`src/rtl/ctc_defines.svh`:
```
// constants of the cartridge transfer controller: offsets, fields, resets, times
// assumes: included by bare name from the top module and the testbench
`ifndef CTC_DEFINES_SVH
`define CTC_DEFINES_SVH
// ----------------------------------------------------------------
// register byte offsets
// ----------------------------------------------------------------
`define CTC_ADR_LANG   8'h00
`define CTC_ADR_SETUP  8'h04
`define CTC_ADR_STATUS 8'h08
`define CTC_ADR_BYTES  8'h0C
`define CTC_ADR_BLOCKS 8'h10
`define CTC_ADR_SWITCH 8'h14
// ----------------------------------------------------------------
// setup register fields
// ----------------------------------------------------------------
`define CTC_SU_TOCART 0
`define CTC_SU_BANK   1
`define CTC_SU_SYS    2
`define CTC_SU_COMB   3
`define CTC_SU_GO     4
`define CTC_SU_ACK    5
// ----------------------------------------------------------------
// switch positions in the sampled switch word
// ----------------------------------------------------------------
`define CTC_SW_LOAD 0
`define CTC_SW_SAVE 1
`define CTC_SW_MAN  2
`define CTC_SW_TYPE 3
`define CTC_SW_TWE  4
`define CTC_SW_CWE  5
`define CTC_SW_BANK 6
`define CTC_SW_COMB 7
// ----------------------------------------------------------------
// reset values and error codes
// ----------------------------------------------------------------
`define CTC_SETUP_RST 4'h0
`define CTC_LANG_RST  2'h0
`define CTC_SW_RST    8'h00
`define CTC_ERR_NONE  3'h0
`define CTC_ERR_MODE  3'h1
`define CTC_ERR_PROT  3'h2
`define CTC_ERR_DATA  3'h3
`define CTC_ERR_FLASH 3'h4
// ----------------------------------------------------------------
// sizes and times
// ----------------------------------------------------------------
`define CTC_CLK_KHZ     40000
`define CTC_SLOW_MS     1000
`define CTC_FAST_MS     500
`define CTC_BANK_BLOCKS 16
`define CTC_BANK_KB     1024
`define CTC_PREP_CYC    16
`define CTC_SYNC_CYC    3
`endif

```
`src/rtl/ctc_pkg.sv`:
```
// types of the cartridge transfer controller
// assumes: ctc_defines.svh on the include path
package ctc_pkg;
    typedef enum logic [8:0] {
        S_INIT   = 9'h001,
        S_LANG   = 9'h002,
        S_SETUP  = 9'h004,
        S_CHECK  = 9'h008,
        S_PREP   = 9'h010,
        S_XFER   = 9'h020,
        S_VERIFY = 9'h040,
        S_DONE   = 9'h080,
        S_ERR    = 9'h100
    } ctc_state_e;
    typedef enum logic [3:0] {
        LMP_OFF  = 4'h1,
        LMP_ON   = 4'h2,
        LMP_SLOW = 4'h4,
        LMP_FAST = 4'h8
    } ctc_lamp_e;
endpackage

```
`src/rtl/ctc_blink.sv`:
```
// activity lamp driver: off, steady, slow or fast blink
// assumes: mode comes from logic on the same clock
`timescale 1ns/1ps
module ctc_blink import ctc_pkg::*; #(
    parameter int unsigned SLOW_CYC = 40000000,
    parameter int unsigned FAST_CYC = 20000000
) (
    input  wire logic      clk_i,
    input  wire logic      rst_i,
    input  wire ctc_lamp_e mode_i,
    output logic           lamp_o
);
    logic [31:0] cnt_r;
    logic [31:0] cnt_nxt;
    ctc_lamp_e   mode_r;
    logic        lamp_r;
    logic        lamp_nxt;
    logic [31:0] lim;

    // ----------------------------------------------------------------
    // blink timer, restarted on every mode change
    // ----------------------------------------------------------------
    always_comb begin
        lim      = (mode_i == LMP_SLOW) ? SLOW_CYC : FAST_CYC;
        cnt_nxt  = cnt_r + 32'h1;
        lamp_nxt = lamp_r;
        if (mode_i != mode_r) begin
            cnt_nxt  = 32'h0;
            lamp_nxt = (mode_i != LMP_OFF);
        end else begin
            case (mode_i)
                LMP_OFF: begin
                    lamp_nxt = 1'b0;
                    cnt_nxt  = 32'h0;
                end
                LMP_ON: begin
                    lamp_nxt = 1'b1;
                    cnt_nxt  = 32'h0;
                end
                default: begin
                    // lamp changes every interval
                    if (cnt_r >= lim - 32'h1) begin
                        cnt_nxt  = 32'h0;
                        lamp_nxt = ~lamp_r;
                    end
                end
            endcase
        end
    end

    always_ff @(posedge clk_i) begin
        if (rst_i) begin
            cnt_r  <= 32'h0;
            mode_r <= LMP_OFF;
            lamp_r <= 1'b0;
        end else begin
            cnt_r  <= cnt_nxt;
            mode_r <= mode_i;
            lamp_r <= lamp_nxt;
        end
    end

    assign lamp_o = lamp_r;
endmodule

```
`src/rtl/ctc_top.sv`:
```
// cartridge transfer controller: switch decode, checks and transfer sequencing
// assumes: classic Wishbone master, byte mover answering xfer_req_o on this clock
//
// The Wishbone interface to the registers and the address map were left to the implementer.
`timescale 1ns/1ps
`include "ctc_defines.svh"
module ctc_top import ctc_pkg::*; #(
    parameter int unsigned BANK_BYTES = `CTC_BANK_KB * 1024,
    parameter int unsigned SLOW_CYC   = `CTC_SLOW_MS * `CTC_CLK_KHZ,
    parameter int unsigned FAST_CYC   = `CTC_FAST_MS * `CTC_CLK_KHZ,
    parameter int unsigned PREP_CYC   = `CTC_PREP_CYC
) (
    input  wire logic        clk_i,
    input  wire logic        rst_i,
    input  wire logic [7:0]  adr_i,
    input  wire logic [31:0] dat_i,
    input  wire logic [3:0]  sel_i,
    input  wire logic        we_i,
    input  wire logic        cyc_i,
    input  wire logic        stb_i,
    output logic [31:0]      dat_o,
    output logic             ack_o,
    input  wire logic [7:0]  sw_i,
    input  wire logic [1:0]  bank_sys_i,
    input  wire logic        xfer_ack_i,
    input  wire logic        xfer_err_i,
    output logic             xfer_req_o,
    output logic             xfer_verify_o,
    output logic             xfer_to_cart_o,
    output logic             xfer_bank_o,
    output logic             xfer_sys_o,
    output logic             lamp_o,
    output logic             buzzer_o
);
    localparam int unsigned BLK_SH = $clog2(BANK_BYTES / `CTC_BANK_BLOCKS);

    // ----------------------------------------------------------------
    // helpers
    // ----------------------------------------------------------------
    function automatic logic ctc_onehot3(input logic [2:0] v);
        return (v == 3'b001) || (v == 3'b010) || (v == 3'b100);
    endfunction

    // returns {bank, system} for one pass
    function automatic logic [1:0] ctc_plan(input logic p, input logic comb,
                                            input logic tocart, input logic bnk,
                                            input logic typ, input logic sysbank);
        if (!comb)
            return {bnk, typ};
        else if (tocart)
            return {p, ~p};
        else
            return {p ^ sysbank, ~p};
    endfunction

    // ----------------------------------------------------------------
    // pin synchronisers
    // ----------------------------------------------------------------
    logic [9:0] sy1_r;
    logic [9:0] sy2_r;
    always_ff @(posedge clk_i) begin
        if (rst_i) begin
            sy1_r <= 10'h000;
            sy2_r <= 10'h000;
        end else begin
            sy1_r <= {bank_sys_i, sw_i};
            sy2_r <= sy1_r;
        end
    end

    // ----------------------------------------------------------------
    // state
    // ----------------------------------------------------------------
    ctc_state_e  st_r, st_nxt;
    logic [7:0]  sw_r, sw_nxt;
    logic [1:0]  bsys_r, bsys_nxt;
    logic [31:0] cnt_r, cnt_nxt;
    logic [31:0] bytes_r, bytes_nxt;
    logic        pass_r, pass_nxt;
    logic [2:0]  err_r, err_nxt;
    logic [1:0]  lang_r, lang_nxt;
    logic [3:0]  su_r, su_nxt;
    logic        req_r, req_nxt;
    logic        ver_r, ver_nxt;
    logic        tocart_r, tocart_nxt;
    logic        bank_r, bank_nxt;
    logic        sys_r, sys_nxt;
    logic        buz_r, buz_nxt;
    logic        ack_r, ack_nxt;
    logic [31:0] dat_r, dat_nxt;
    logic        man, tocart, comb, typ, bnk, mode_ok, wr;
    logic [2:0]  chk_err;
    logic [1:0]  plan;
    ctc_lamp_e   lmode;

    // ----------------------------------------------------------------
    // decode of the held switches and panel setup
    // ----------------------------------------------------------------
    always_comb begin
        man     = sw_r[`CTC_SW_MAN];
        mode_ok = ctc_onehot3(sw_r[2:0]);
        tocart  = man ? su_r[`CTC_SU_TOCART] : sw_r[`CTC_SW_SAVE];
        comb    = man ? su_r[`CTC_SU_COMB] : sw_r[`CTC_SW_COMB];
        typ     = man ? su_r[`CTC_SU_SYS] : sw_r[`CTC_SW_TYPE];
        bnk     = man ? su_r[`CTC_SU_BANK] : sw_r[`CTC_SW_BANK];
        if (!mode_ok)
            chk_err = `CTC_ERR_MODE;
        else if (tocart ? !sw_r[`CTC_SW_CWE] : !sw_r[`CTC_SW_TWE])
            chk_err = `CTC_ERR_PROT;
        else if (!tocart && comb && (bsys_r[0] == bsys_r[1]))
            chk_err = `CTC_ERR_DATA;
        else if (!tocart && !comb && (bsys_r[bnk] != typ))
            chk_err = `CTC_ERR_DATA;
        else
            chk_err = `CTC_ERR_NONE;
    end

    // ----------------------------------------------------------------
    // register bus
    // ----------------------------------------------------------------
    always_comb begin
        ack_nxt = cyc_i && stb_i && !ack_r;
        wr      = cyc_i && stb_i && we_i && ack_r && sel_i[0];
        dat_nxt = 32'h0;
        case (adr_i)
            `CTC_ADR_LANG:   dat_nxt = {30'h0, lang_r};
            `CTC_ADR_SETUP:  dat_nxt = {28'h0, su_r};
            `CTC_ADR_STATUS: dat_nxt = {20'h0, err_r, st_r};
            `CTC_ADR_BYTES:  dat_nxt = bytes_r;
            `CTC_ADR_BLOCKS: dat_nxt = bytes_r >> BLK_SH;
            `CTC_ADR_SWITCH: dat_nxt = {22'h0, bsys_r, sw_r};
            default:         dat_nxt = 32'h0;
        endcase
    end

    // ----------------------------------------------------------------
    // sequencer
    // ----------------------------------------------------------------
    always_comb begin
        st_nxt    = st_r;
        sw_nxt    = sw_r;
        bsys_nxt  = bsys_r;
        cnt_nxt   = cnt_r;
        bytes_nxt = bytes_r;
        pass_nxt  = pass_r;
        err_nxt   = err_r;
        lang_nxt  = lang_r;
        su_nxt    = su_r;
        case (st_r)
            S_INIT: begin
                cnt_nxt = cnt_r + 32'h1;
                if (cnt_r == `CTC_SYNC_CYC) begin
                    sw_nxt   = sy2_r[7:0];
                    bsys_nxt = sy2_r[9:8];
                end else if (cnt_r > `CTC_SYNC_CYC) begin
                    cnt_nxt = 32'h0;
                    if (!mode_ok) begin
                        st_nxt  = S_ERR;
                        err_nxt = `CTC_ERR_MODE;
                    end else if (man)
                        st_nxt = S_LANG;
                    else
                        st_nxt = S_CHECK;
                end
            end
            S_LANG: begin
                if (wr && adr_i == `CTC_ADR_LANG) begin
                    lang_nxt = {1'b1, dat_i[0]};
                    st_nxt   = S_SETUP;
                end
            end
            S_SETUP: begin
                if (wr && adr_i == `CTC_ADR_SETUP) begin
                    su_nxt = dat_i[3:0];
                    if (dat_i[`CTC_SU_GO])
                        st_nxt = S_CHECK;
                end
            end
            S_CHECK: begin
                cnt_nxt   = 32'h0;
                bytes_nxt = 32'h0;
                pass_nxt  = 1'b0;
                if (chk_err != `CTC_ERR_NONE) begin
                    st_nxt  = S_ERR;
                    err_nxt = chk_err;
                end else
                    st_nxt = S_PREP;
            end
            S_PREP: begin
                cnt_nxt = cnt_r + 32'h1;
                if (cnt_r >= PREP_CYC - 1) begin
                    cnt_nxt = 32'h0;
                    st_nxt  = S_XFER;
                end
            end
            S_XFER, S_VERIFY: begin
                if (xfer_err_i) begin
                    st_nxt  = S_ERR;
                    err_nxt = `CTC_ERR_FLASH;
                end else if (xfer_ack_i) begin
                    cnt_nxt   = cnt_r + 32'h1;
                    bytes_nxt = bytes_r + 32'h1;
                    if (cnt_r == BANK_BYTES - 1) begin
                        cnt_nxt = 32'h0;
                        if (comb && !pass_r)
                            pass_nxt = 1'b1;
                        else begin
                            pass_nxt  = 1'b0;
                            bytes_nxt = 32'h0;
                            st_nxt    = (st_r == S_XFER) ? S_VERIFY : S_DONE;
                        end
                    end
                end
            end
            S_DONE: st_nxt = S_DONE;
            S_ERR: begin
                // only a manual protect error can be acknowledged
                if (man && err_r == `CTC_ERR_PROT && wr && adr_i == `CTC_ADR_SETUP
                    && dat_i[`CTC_SU_ACK]) begin
                    err_nxt = `CTC_ERR_NONE;
                    st_nxt  = S_SETUP;
                end
            end
            default: st_nxt = S_INIT;
        endcase
        plan       = ctc_plan(pass_nxt, comb, tocart, bnk, typ, bsys_r[1]);
        req_nxt    = (st_nxt == S_XFER) || (st_nxt == S_VERIFY);
        ver_nxt    = (st_nxt == S_VERIFY);
        tocart_nxt = tocart;
        bank_nxt   = plan[1];
        sys_nxt    = plan[0];
        buz_nxt    = (st_nxt == S_ERR);
    end

    always_ff @(posedge clk_i) begin
        if (rst_i) begin
            st_r     <= S_INIT;
            sw_r     <= `CTC_SW_RST;
            bsys_r   <= 2'h0;
            cnt_r    <= 32'h0;
            bytes_r  <= 32'h0;
            pass_r   <= 1'b0;
            err_r    <= `CTC_ERR_NONE;
            lang_r   <= `CTC_LANG_RST;
            su_r     <= `CTC_SETUP_RST;
            req_r    <= 1'b0;
            ver_r    <= 1'b0;
            tocart_r <= 1'b0;
            bank_r   <= 1'b0;
            sys_r    <= 1'b0;
            buz_r    <= 1'b0;
            ack_r    <= 1'b0;
            dat_r    <= 32'h0;
        end else begin
            st_r     <= st_nxt;
            sw_r     <= sw_nxt;
            bsys_r   <= bsys_nxt;
            cnt_r    <= cnt_nxt;
            bytes_r  <= bytes_nxt;
            pass_r   <= pass_nxt;
            err_r    <= err_nxt;
            lang_r   <= lang_nxt;
            su_r     <= su_nxt;
            req_r    <= req_nxt;
            ver_r    <= ver_nxt;
            tocart_r <= tocart_nxt;
            bank_r   <= bank_nxt;
            sys_r    <= sys_nxt;
            buz_r    <= buz_nxt;
            ack_r    <= ack_nxt;
            dat_r    <= dat_nxt;
        end
    end

    // ----------------------------------------------------------------
    // activity lamp
    // ----------------------------------------------------------------
    always_comb begin
        case (st_r)
            S_ERR:            lmode = LMP_FAST;
            S_PREP:           lmode = man ? LMP_OFF : LMP_SLOW;
            S_XFER, S_VERIFY: lmode = man ? LMP_OFF : LMP_FAST;
            S_DONE:           lmode = man ? LMP_OFF : LMP_ON;
            default:          lmode = LMP_OFF;
        endcase
    end

    ctc_blink #(
        .SLOW_CYC (SLOW_CYC),
        .FAST_CYC (FAST_CYC)
    ) u_blink (
        .clk_i  (clk_i),
        .rst_i  (rst_i),
        .mode_i (lmode),
        .lamp_o (lamp_o)
    );

    assign dat_o          = dat_r;
    assign ack_o          = ack_r;
    assign xfer_req_o     = req_r;
    assign xfer_verify_o  = ver_r;
    assign xfer_to_cart_o = tocart_r;
    assign xfer_bank_o    = bank_r;
    assign xfer_sys_o     = sys_r;
    assign buzzer_o       = buz_r;
endmodule

```
`config.mk`:
```
export PLATFORM = sky130hd
export DESIGN_NAME = ctc_top
export DESIGN_NICKNAME = d
export VERILOG_FILES = /design/src/rtl/ctc_pkg.sv /design/src/rtl/ctc_blink.sv /design/src/rtl/ctc_top.sv
export VERILOG_INCLUDE_DIRS = /design/src /design/src/rtl
export SDC_FILE = /design/constraint.sdc
export NUM_CORES = 1
export LEC_CHECK = 0
export ABC_AREA = 1
export BUFFER_PORTS_ARGS = -buffer_cell sky130_fd_sc_hd__buf_2
export CAP_MARGIN = 20
export CORE_MARGIN = 4
export CORE_UTILIZATION = 35
export DETAILED_ROUTE_END_ITERATION = 10
export PLACE_DENSITY = 0.63
export SKIP_LAST_GASP = 1
export SLEW_MARGIN = 20
export SYNTH_ARGS = -nofsm -noshare
export SYNTH_HDL_FRONTEND = slang
export SYNTH_SLANG_ARGS = --single-unit
```
`constraint.sdc`:
```
create_clock -name clk_i -period 6.3 [get_ports clk_i]
set_clock_uncertainty 0.05 [all_clocks]
set_input_delay 0.63 -clock clk_i [delete_from_list [all_inputs] [get_ports clk_i]]
set_output_delay 0.63 -clock clk_i [all_outputs]
set_load 0.005 [all_outputs]
```
# Word-level counts from Yosys, hierarchy flattened

Cells that the tools add are included.

Logic and storage cells: 172
Bits in registers: 189
Output and inout bits: 40
Bits of input ports: 61

Reductions and logical operators: 39
$add $sub $neg: 4
Magnitude comparators: 4
Eq/ne operators: 38
Muxes and demuxes: 62
Bitwise operators: 3

Operators by type and width:

| operator                                              | count |
|---|---|
| two-way mux 32 bit                                    | 10 |
| case mux 32 bit (6 select lines)                      | 1 |
| case mux 32 bit (4 select lines)                      | 1 |
| two-way mux 9 bit                                     | 13 |
| adder 32 x 1 -> 32 bit (second input constant)        | 3 |
| case mux 9 bit (8 select lines)                       | 1 |
| case mux 32 bit (2 select lines)                      | 1 |
| == test 32 x 2 -> 1 bit (second input constant)       | 1 |
| == test 32 x 20 -> 1 bit (second input constant)      | 1 |
| >= comparator 32 bit                                  | 1 |
| >= comparator 32 x 4 -> 1 bit (second input constant) | 1 |
| > comparator 32 x 2 -> 1 bit (second input constant)  | 1 |
| subtractor 32 x 1 -> 32 bit (second input constant)   | 1 |
| two-way mux 26 bit                                    | 1 |
| two-way mux 3 bit                                     | 7 |
| == test 9 x 6 -> 1 bit (second input constant)        | 2 |
| == test 9 x 7 -> 1 bit (second input constant)        | 2 |
| == test 9 bit (second input constant)                 | 2 |
| == test 8 x 4 -> 1 bit (second input constant)        | 2 |
| == test 8 x 5 -> 1 bit (second input constant)        | 2 |
| logical AND 1 bit                                     | 16 |
| inequality test 2 bit (second input constant)         | 8 |
| case mux 4 bit (4 select lines)                       | 1 |
| two-way mux 2 bit                                     | 7 |
| other kinds (36)                                      | 64 |

# Longest topological paths before layout

Word-level depth: 14
Depth in mapped cells: 19
Mapped depth without buffers: 19

# By module

A second synthesis with hierarchy kept.

Cells, all modules: 1467
Area, all modules: 10077.2 sq um

Modules (own cells, without submodules):

| module    | area each (sq um) | cells each | times used | seq. area each (sq um) |
|---|---|---|---|---|
| ctc_top   | 7848.8            | 1165       | 1          | 3042.9 |
| ctc_blink | 2228.4            | 302        | 1          | 740.7 |

# Worst setup path before layout

Ideal clock, no wire load.

Path kind: flip-flop to flip-flop
Start: reg st_r[2]
End: reg u_blink.cnt_r[10]
Required time: 6188 ps
Arrival time: 2558 ps
Cell stages (with the launch flop): 18
Period minus slack after synthesis: 2670 ps
Library setup time: 62 ps
Path buffers: 1
Slack: 3630 ps
Cells stage by stage: dfxtp_1 nor2_2 nand2_4 inv_2 nand3_2 inv_2 nand2_1 inv_1 ha_1 a21oi_1 o21a_1 o211ai_1 nand2_1 nand2_1 nand2_1 nand4_4 buf_6 nor2_4

Word-level cells in the longest chain between the ends: 8
Elaborated cells on any way between the ends: 15
Classes of those cells: 1 x add/sub; 1 x order compare; 9 x eq/ne; 2 x mux; 2 x reduce/logical

RTL lines:

| element                                                                 | line            | RTL |
|---|---|---|
| start: declaration                                                      | ctc_top.sv:74   | `ctc_state_e st_r, st_nxt;` |
| start signal: assignment                                                | ctc_top.sv:255  | `st_r <= st_nxt;` |
| == test 9 x 6 -> 1 bit / == test 9 x 7 -> 1 bit (equally long branches) | ctc_top.sv:279  | `case (st_r)` |
| OR reduction 2 bit                                                      | ctc_top.sv:279  |  |
| case mux 4 bit (4 select lines) *                                       | ctc_top.sv:279  |  |
| == test 4 x 3 -> 1 bit                                                  | ctc_blink.sv:24 | `lim = (mode_i == LMP_SLOW) ? SLOW_CYC : FAST_CYC;` |
| two-way mux 26 bit                                                      | ctc_blink.sv:24 |  |
| subtractor 32 x 1 -> 32 bit                                             | ctc_blink.sv:42 | `if (cnt_r >= lim - 32'h1) begin` |
| >= comparator 32 bit                                                    | ctc_blink.sv:42 |  |
| OR reduction 5 bit (no source line) *                                   | n/a             |  |
| end signal: assignment                                                  | ctc_blink.sv:57 | `cnt_r <= cnt_nxt;` |
| end: declaration                                                        | ctc_blink.sv:13 | `logic [31:0] cnt_r;` |

Mark *: on every way between the ends. The rest lies on a longest branch, timed or not.
A chain may end at the register's enable or synchronous reset.

# Final worst setup path

Start: reg st_r[6]
End: reg u_blink.cnt_r[7]

The elaborated chain is that of the path after synthesis.

==> impl_metrics.tcl <==
set metrics [dict create \
    leakage_power_summed_over_all_cells_nw 4.22 \
    place_area_um2 10100 \
    placementRows 59 \
    initial_utilization_pct 35.9 \
    vias 8596 \
    total_switching_power_uw 869 \
    cts_buffers 17 \
    status "completed" \
    ys_dominant_reg_cell "sky130_fd_sc_hd__dfxtp_1" \
    synth_cells 1320 \
    dp_hpwl_mm 17.9 \
    reg2reg_depth 16 \
    cts_post_setup_buffers_inserted 0 \
    hold_slack_ns 0.338 \
    worstPathArrival_ns 4.08 \
    p_comb_share_pct 13.1 \
    grt_util_all_layers_pct 16.2 \
    final_min_period_over_clock_period_pct 60.2 \
    cp-startpoint "st_r[6]" \
    rsz0062_at_grt "no" \
    cts_buffer_depth 2 \
    cts.sink_count 189 \
    pwr-share-seq_pct 46.7 \
    ioPinCount 101 \
    pre_cts_ws_ns 2.43 \
    number_of_global_route_vias_before_repair 7854 \
    ir_worst_vdd_uv 195 \
    timing.critical_path.to_type "flop" \
    dp.cells 1703 \
    placeable_core_region_um2 26300 \
    switching_fraction_pct 31.5 \
    fin_crit_ns 3.79 \
    avgViaCountPerCell 4.95 \
    worst_skew_pair.late_latency_ns 0.44 \
    postCtsHoldBufs 0 \
    grt_first_pass_wirelength_mm 38.9 \
    die_height_um 172 \
    final_cells 1735 \
    regToRegSetupSlack_ns 2.51 \
    postLayoutCellArea_um2 10700 \
    worst-setup-path-type "reg -> reg" \
    final_nets 1462 \
    most_used_cells_in_the_layout_excluding_fill_and_tap_cells "245 x sky130_fd_sc_hd__nand2_1, 199 x sky130_fd_sc_hd__nor2_1, 189 x sky130_fd_sc_hd__dfxtp_1" \
    synth_async_sr_flop_share_pct 0 \
    multiInputGateArea_um2 4850 \
    remaining_antenna_violation_count 0 \
    tritoncts "yes" \
    antennaDiodeCount 0 \
    cp_max_fo 27 \
    drt-wirelength-per-cell_um 13.8 \
    start_kind "flop" \
    routed_wirelength_mm 23.9 \
    power_density_nw_per_um2 258 \
    yosysWarnings 0 \
    layout_commonest_cell "sky130_fd_sc_hd__nand2_1" \
    die_area_um2 29600 \
    placement.io_buffers 71 \
    total_power_mw 2.76 \
    cts_max_level 4 \
    number_of_distinct_library_cells_after_synthesis 56 \
    antenna_found_initial 0 \
    synth-edff-count 0 \
    setup-tns-final_ns 0 \
    final_number_of_hold_violating_endpoints 0 \
    synth.avg_cell_area_um2 7.15 \
    initialDrtViolationCount 762 \
    synth-seq-area-share_pct 40.1 \
    post-route-util_pct 40.7 \
    setup-violations-final 0 \
    worst_r2r_dst "u_blink.cnt_r[7]" \
    min_path_type "in -> reg" \
    clockRootBuffer "sky130_fd_sc_hd__clkbuf_16" \
    firstDrtPassIters 5 \
    worst_setup_hold_path_clk_slew_ns 0.08 \
    timing.rr.start "st_r[6]" \
    timing.fmax_mhz 264 \
    critPathCapture "u_blink.cnt_r[7]" \
    drc 0 \
    die_x_um 172 \
    gp_routability_congestion 0.930 \
    area_used_by_sequential_logic_in_the_layout_um2 3780 \
    max_slew_margin_pct 39.0 \
    postSynthRegisterBits 189 \
    fillerInstances 2753 \
    max_cap_viol_count 0 \
    combined_area_of_all_synthesized_cells_um2 9430 \
    ctsResizeCount 0 \
    grt_start_max_net_pins 62 \
    grt-ovfl-total 0 \
    drive_gt1_share_pct 12.0 \
    cp.required_ns 6.59 \
    syn_to_final_growth_pct 13.4 \
    worst_slew_pin_slew_ns 0.913 \
    share_clk_of_total_power_pct 40.2 \
    final_max_slew_viol_count 0 \
    postLayoutSetupSlackWorst_ns 2.51 \
    power.internal_mw 1.89 \
]
-- per-layer routing --
metal  track usage, %  up-vias  routed length (um)  part of all wire [%]
met3             3.27       13                1250                   5.2
li1                 -     4426                   -                     -
met1             22.6     3978               11500                    48
met4             3.96        0                 296                   1.2
met2             25.9      179               10800                    45
met5                0        -                   0                     0
-- layout make-up --
type	instances	share of cell area [%]
Multi-Input combinational cell	930	45.4
Sequential cell	189	35.4
Inverter	175	6.16
Clock buffer	17	3.98
Tap cell	335	3.92
Timing Repair Buffer	74	3.53
Clock inverter	15	1.71
-- sequential cells by signal (all words and copies together), names as in the netlist, 8 cells and up --
| register | cells |
|---|---|
| dat_o | 32 |
| sw_r | 8 |
| sy2_r | 10 |
| st_r | 9 |
| sy1_r | 10 |
| u_blink.cnt_r | 32 |
| bytes_r | 32 |
| cnt_r | 32 |
-- power by group through the flow --
stage	Sequential (mW)	Clock (mW)	Combinational [mW]
2_1_floorplan	1.30	0	0.271
3_3_place_gp	1.31	0	0.355
3_5_place_dp	1.31	0	0.357
4_1_cts	1.29	1.13	0.359
5_1_grt	1.29	1.18	0.410
6_report	1.29	1.11	0.361
-- synthesized netlist by cell type, types with 13 or more instances --
library cell | count | area, um2
sky130_fd_sc_hd__nor2_4 | 23 | 259
sky130_fd_sc_hd__a21oi_1 | 62 | 310
sky130_fd_sc_hd__nor3_1 | 79 | 395
sky130_fd_sc_hd__inv_1 | 166 | 623
sky130_fd_sc_hd__nor4_1 | 13 | 81.3
sky130_fd_sc_hd__xor2_1 | 42 | 368
sky130_fd_sc_hd__nand4_1 | 32 | 200
sky130_fd_sc_hd__ha_1 | 14 | 175
sky130_fd_sc_hd__dfxtp_1 | 189 | 3780
sky130_fd_sc_hd__nand3_1 | 80 | 400
sky130_fd_sc_hd__o21ai_0 | 44 | 220
sky130_fd_sc_hd__nand2_1 | 245 | 920
sky130_fd_sc_hd__nor2_1 | 199 | 747
sky130_fd_sc_hd__clkbuf_1 | 17 | 63.8
-- worst min-delay path by stage --
stage,depth (start not counted),startpoint,to,slack [ns]
floorplan,2,sy1_r[0],sy2_r[0],0.34
global placement,2,sy1_r[9],sy2_r[9],0.34
detailed placement,2,sy1_r[3],sy2_r[3],0.34
CTS,3,sw_i[7],sy1_r[7],0.33
finish,3,sw_i[7],sy1_r[7],0.34
global route,3,sw_i[4],sy1_r[4],0.33
-- worst max-delay path, cell delays in order, from the launching register on --
cell	delay (ns)
sky130_fd_sc_hd__dfxtp_1	0.36
sky130_fd_sc_hd__inv_1	0.12
sky130_fd_sc_hd__nand2_1	0.06
sky130_fd_sc_hd__nor2_1	0.22
sky130_fd_sc_hd__nand3_2	0.16
sky130_fd_sc_hd__inv_2	0.19
sky130_fd_sc_hd__nand2_1	0.29
sky130_fd_sc_hd__inv_1	0.28
sky130_fd_sc_hd__ha_1	0.29
sky130_fd_sc_hd__a21oi_1	0.14
sky130_fd_sc_hd__o21a_1	0.12
sky130_fd_sc_hd__o211ai_1	0.09
sky130_fd_sc_hd__nand2_1	0.07
sky130_fd_sc_hd__nand2_1	0.05
sky130_fd_sc_hd__nand2_1	0.14
sky130_fd_sc_hd__nand4_4	0.69
sky130_fd_sc_hd__a21oi_1	0.37
-- logic make-up after synthesis --
family,count (synthesis),share of synthesized area [%]
and+or+nand+nor,712,35.5
buffers and inverters,205,8.66
DFF,189,40.1
AOI/OAI and AO/OA,151,9.36
xor gates and xnor gates,48,4.46
adders and majority gates,14,1.86
other,1,0.0397
Note: power is estimated with default switching activity, not from simulation.
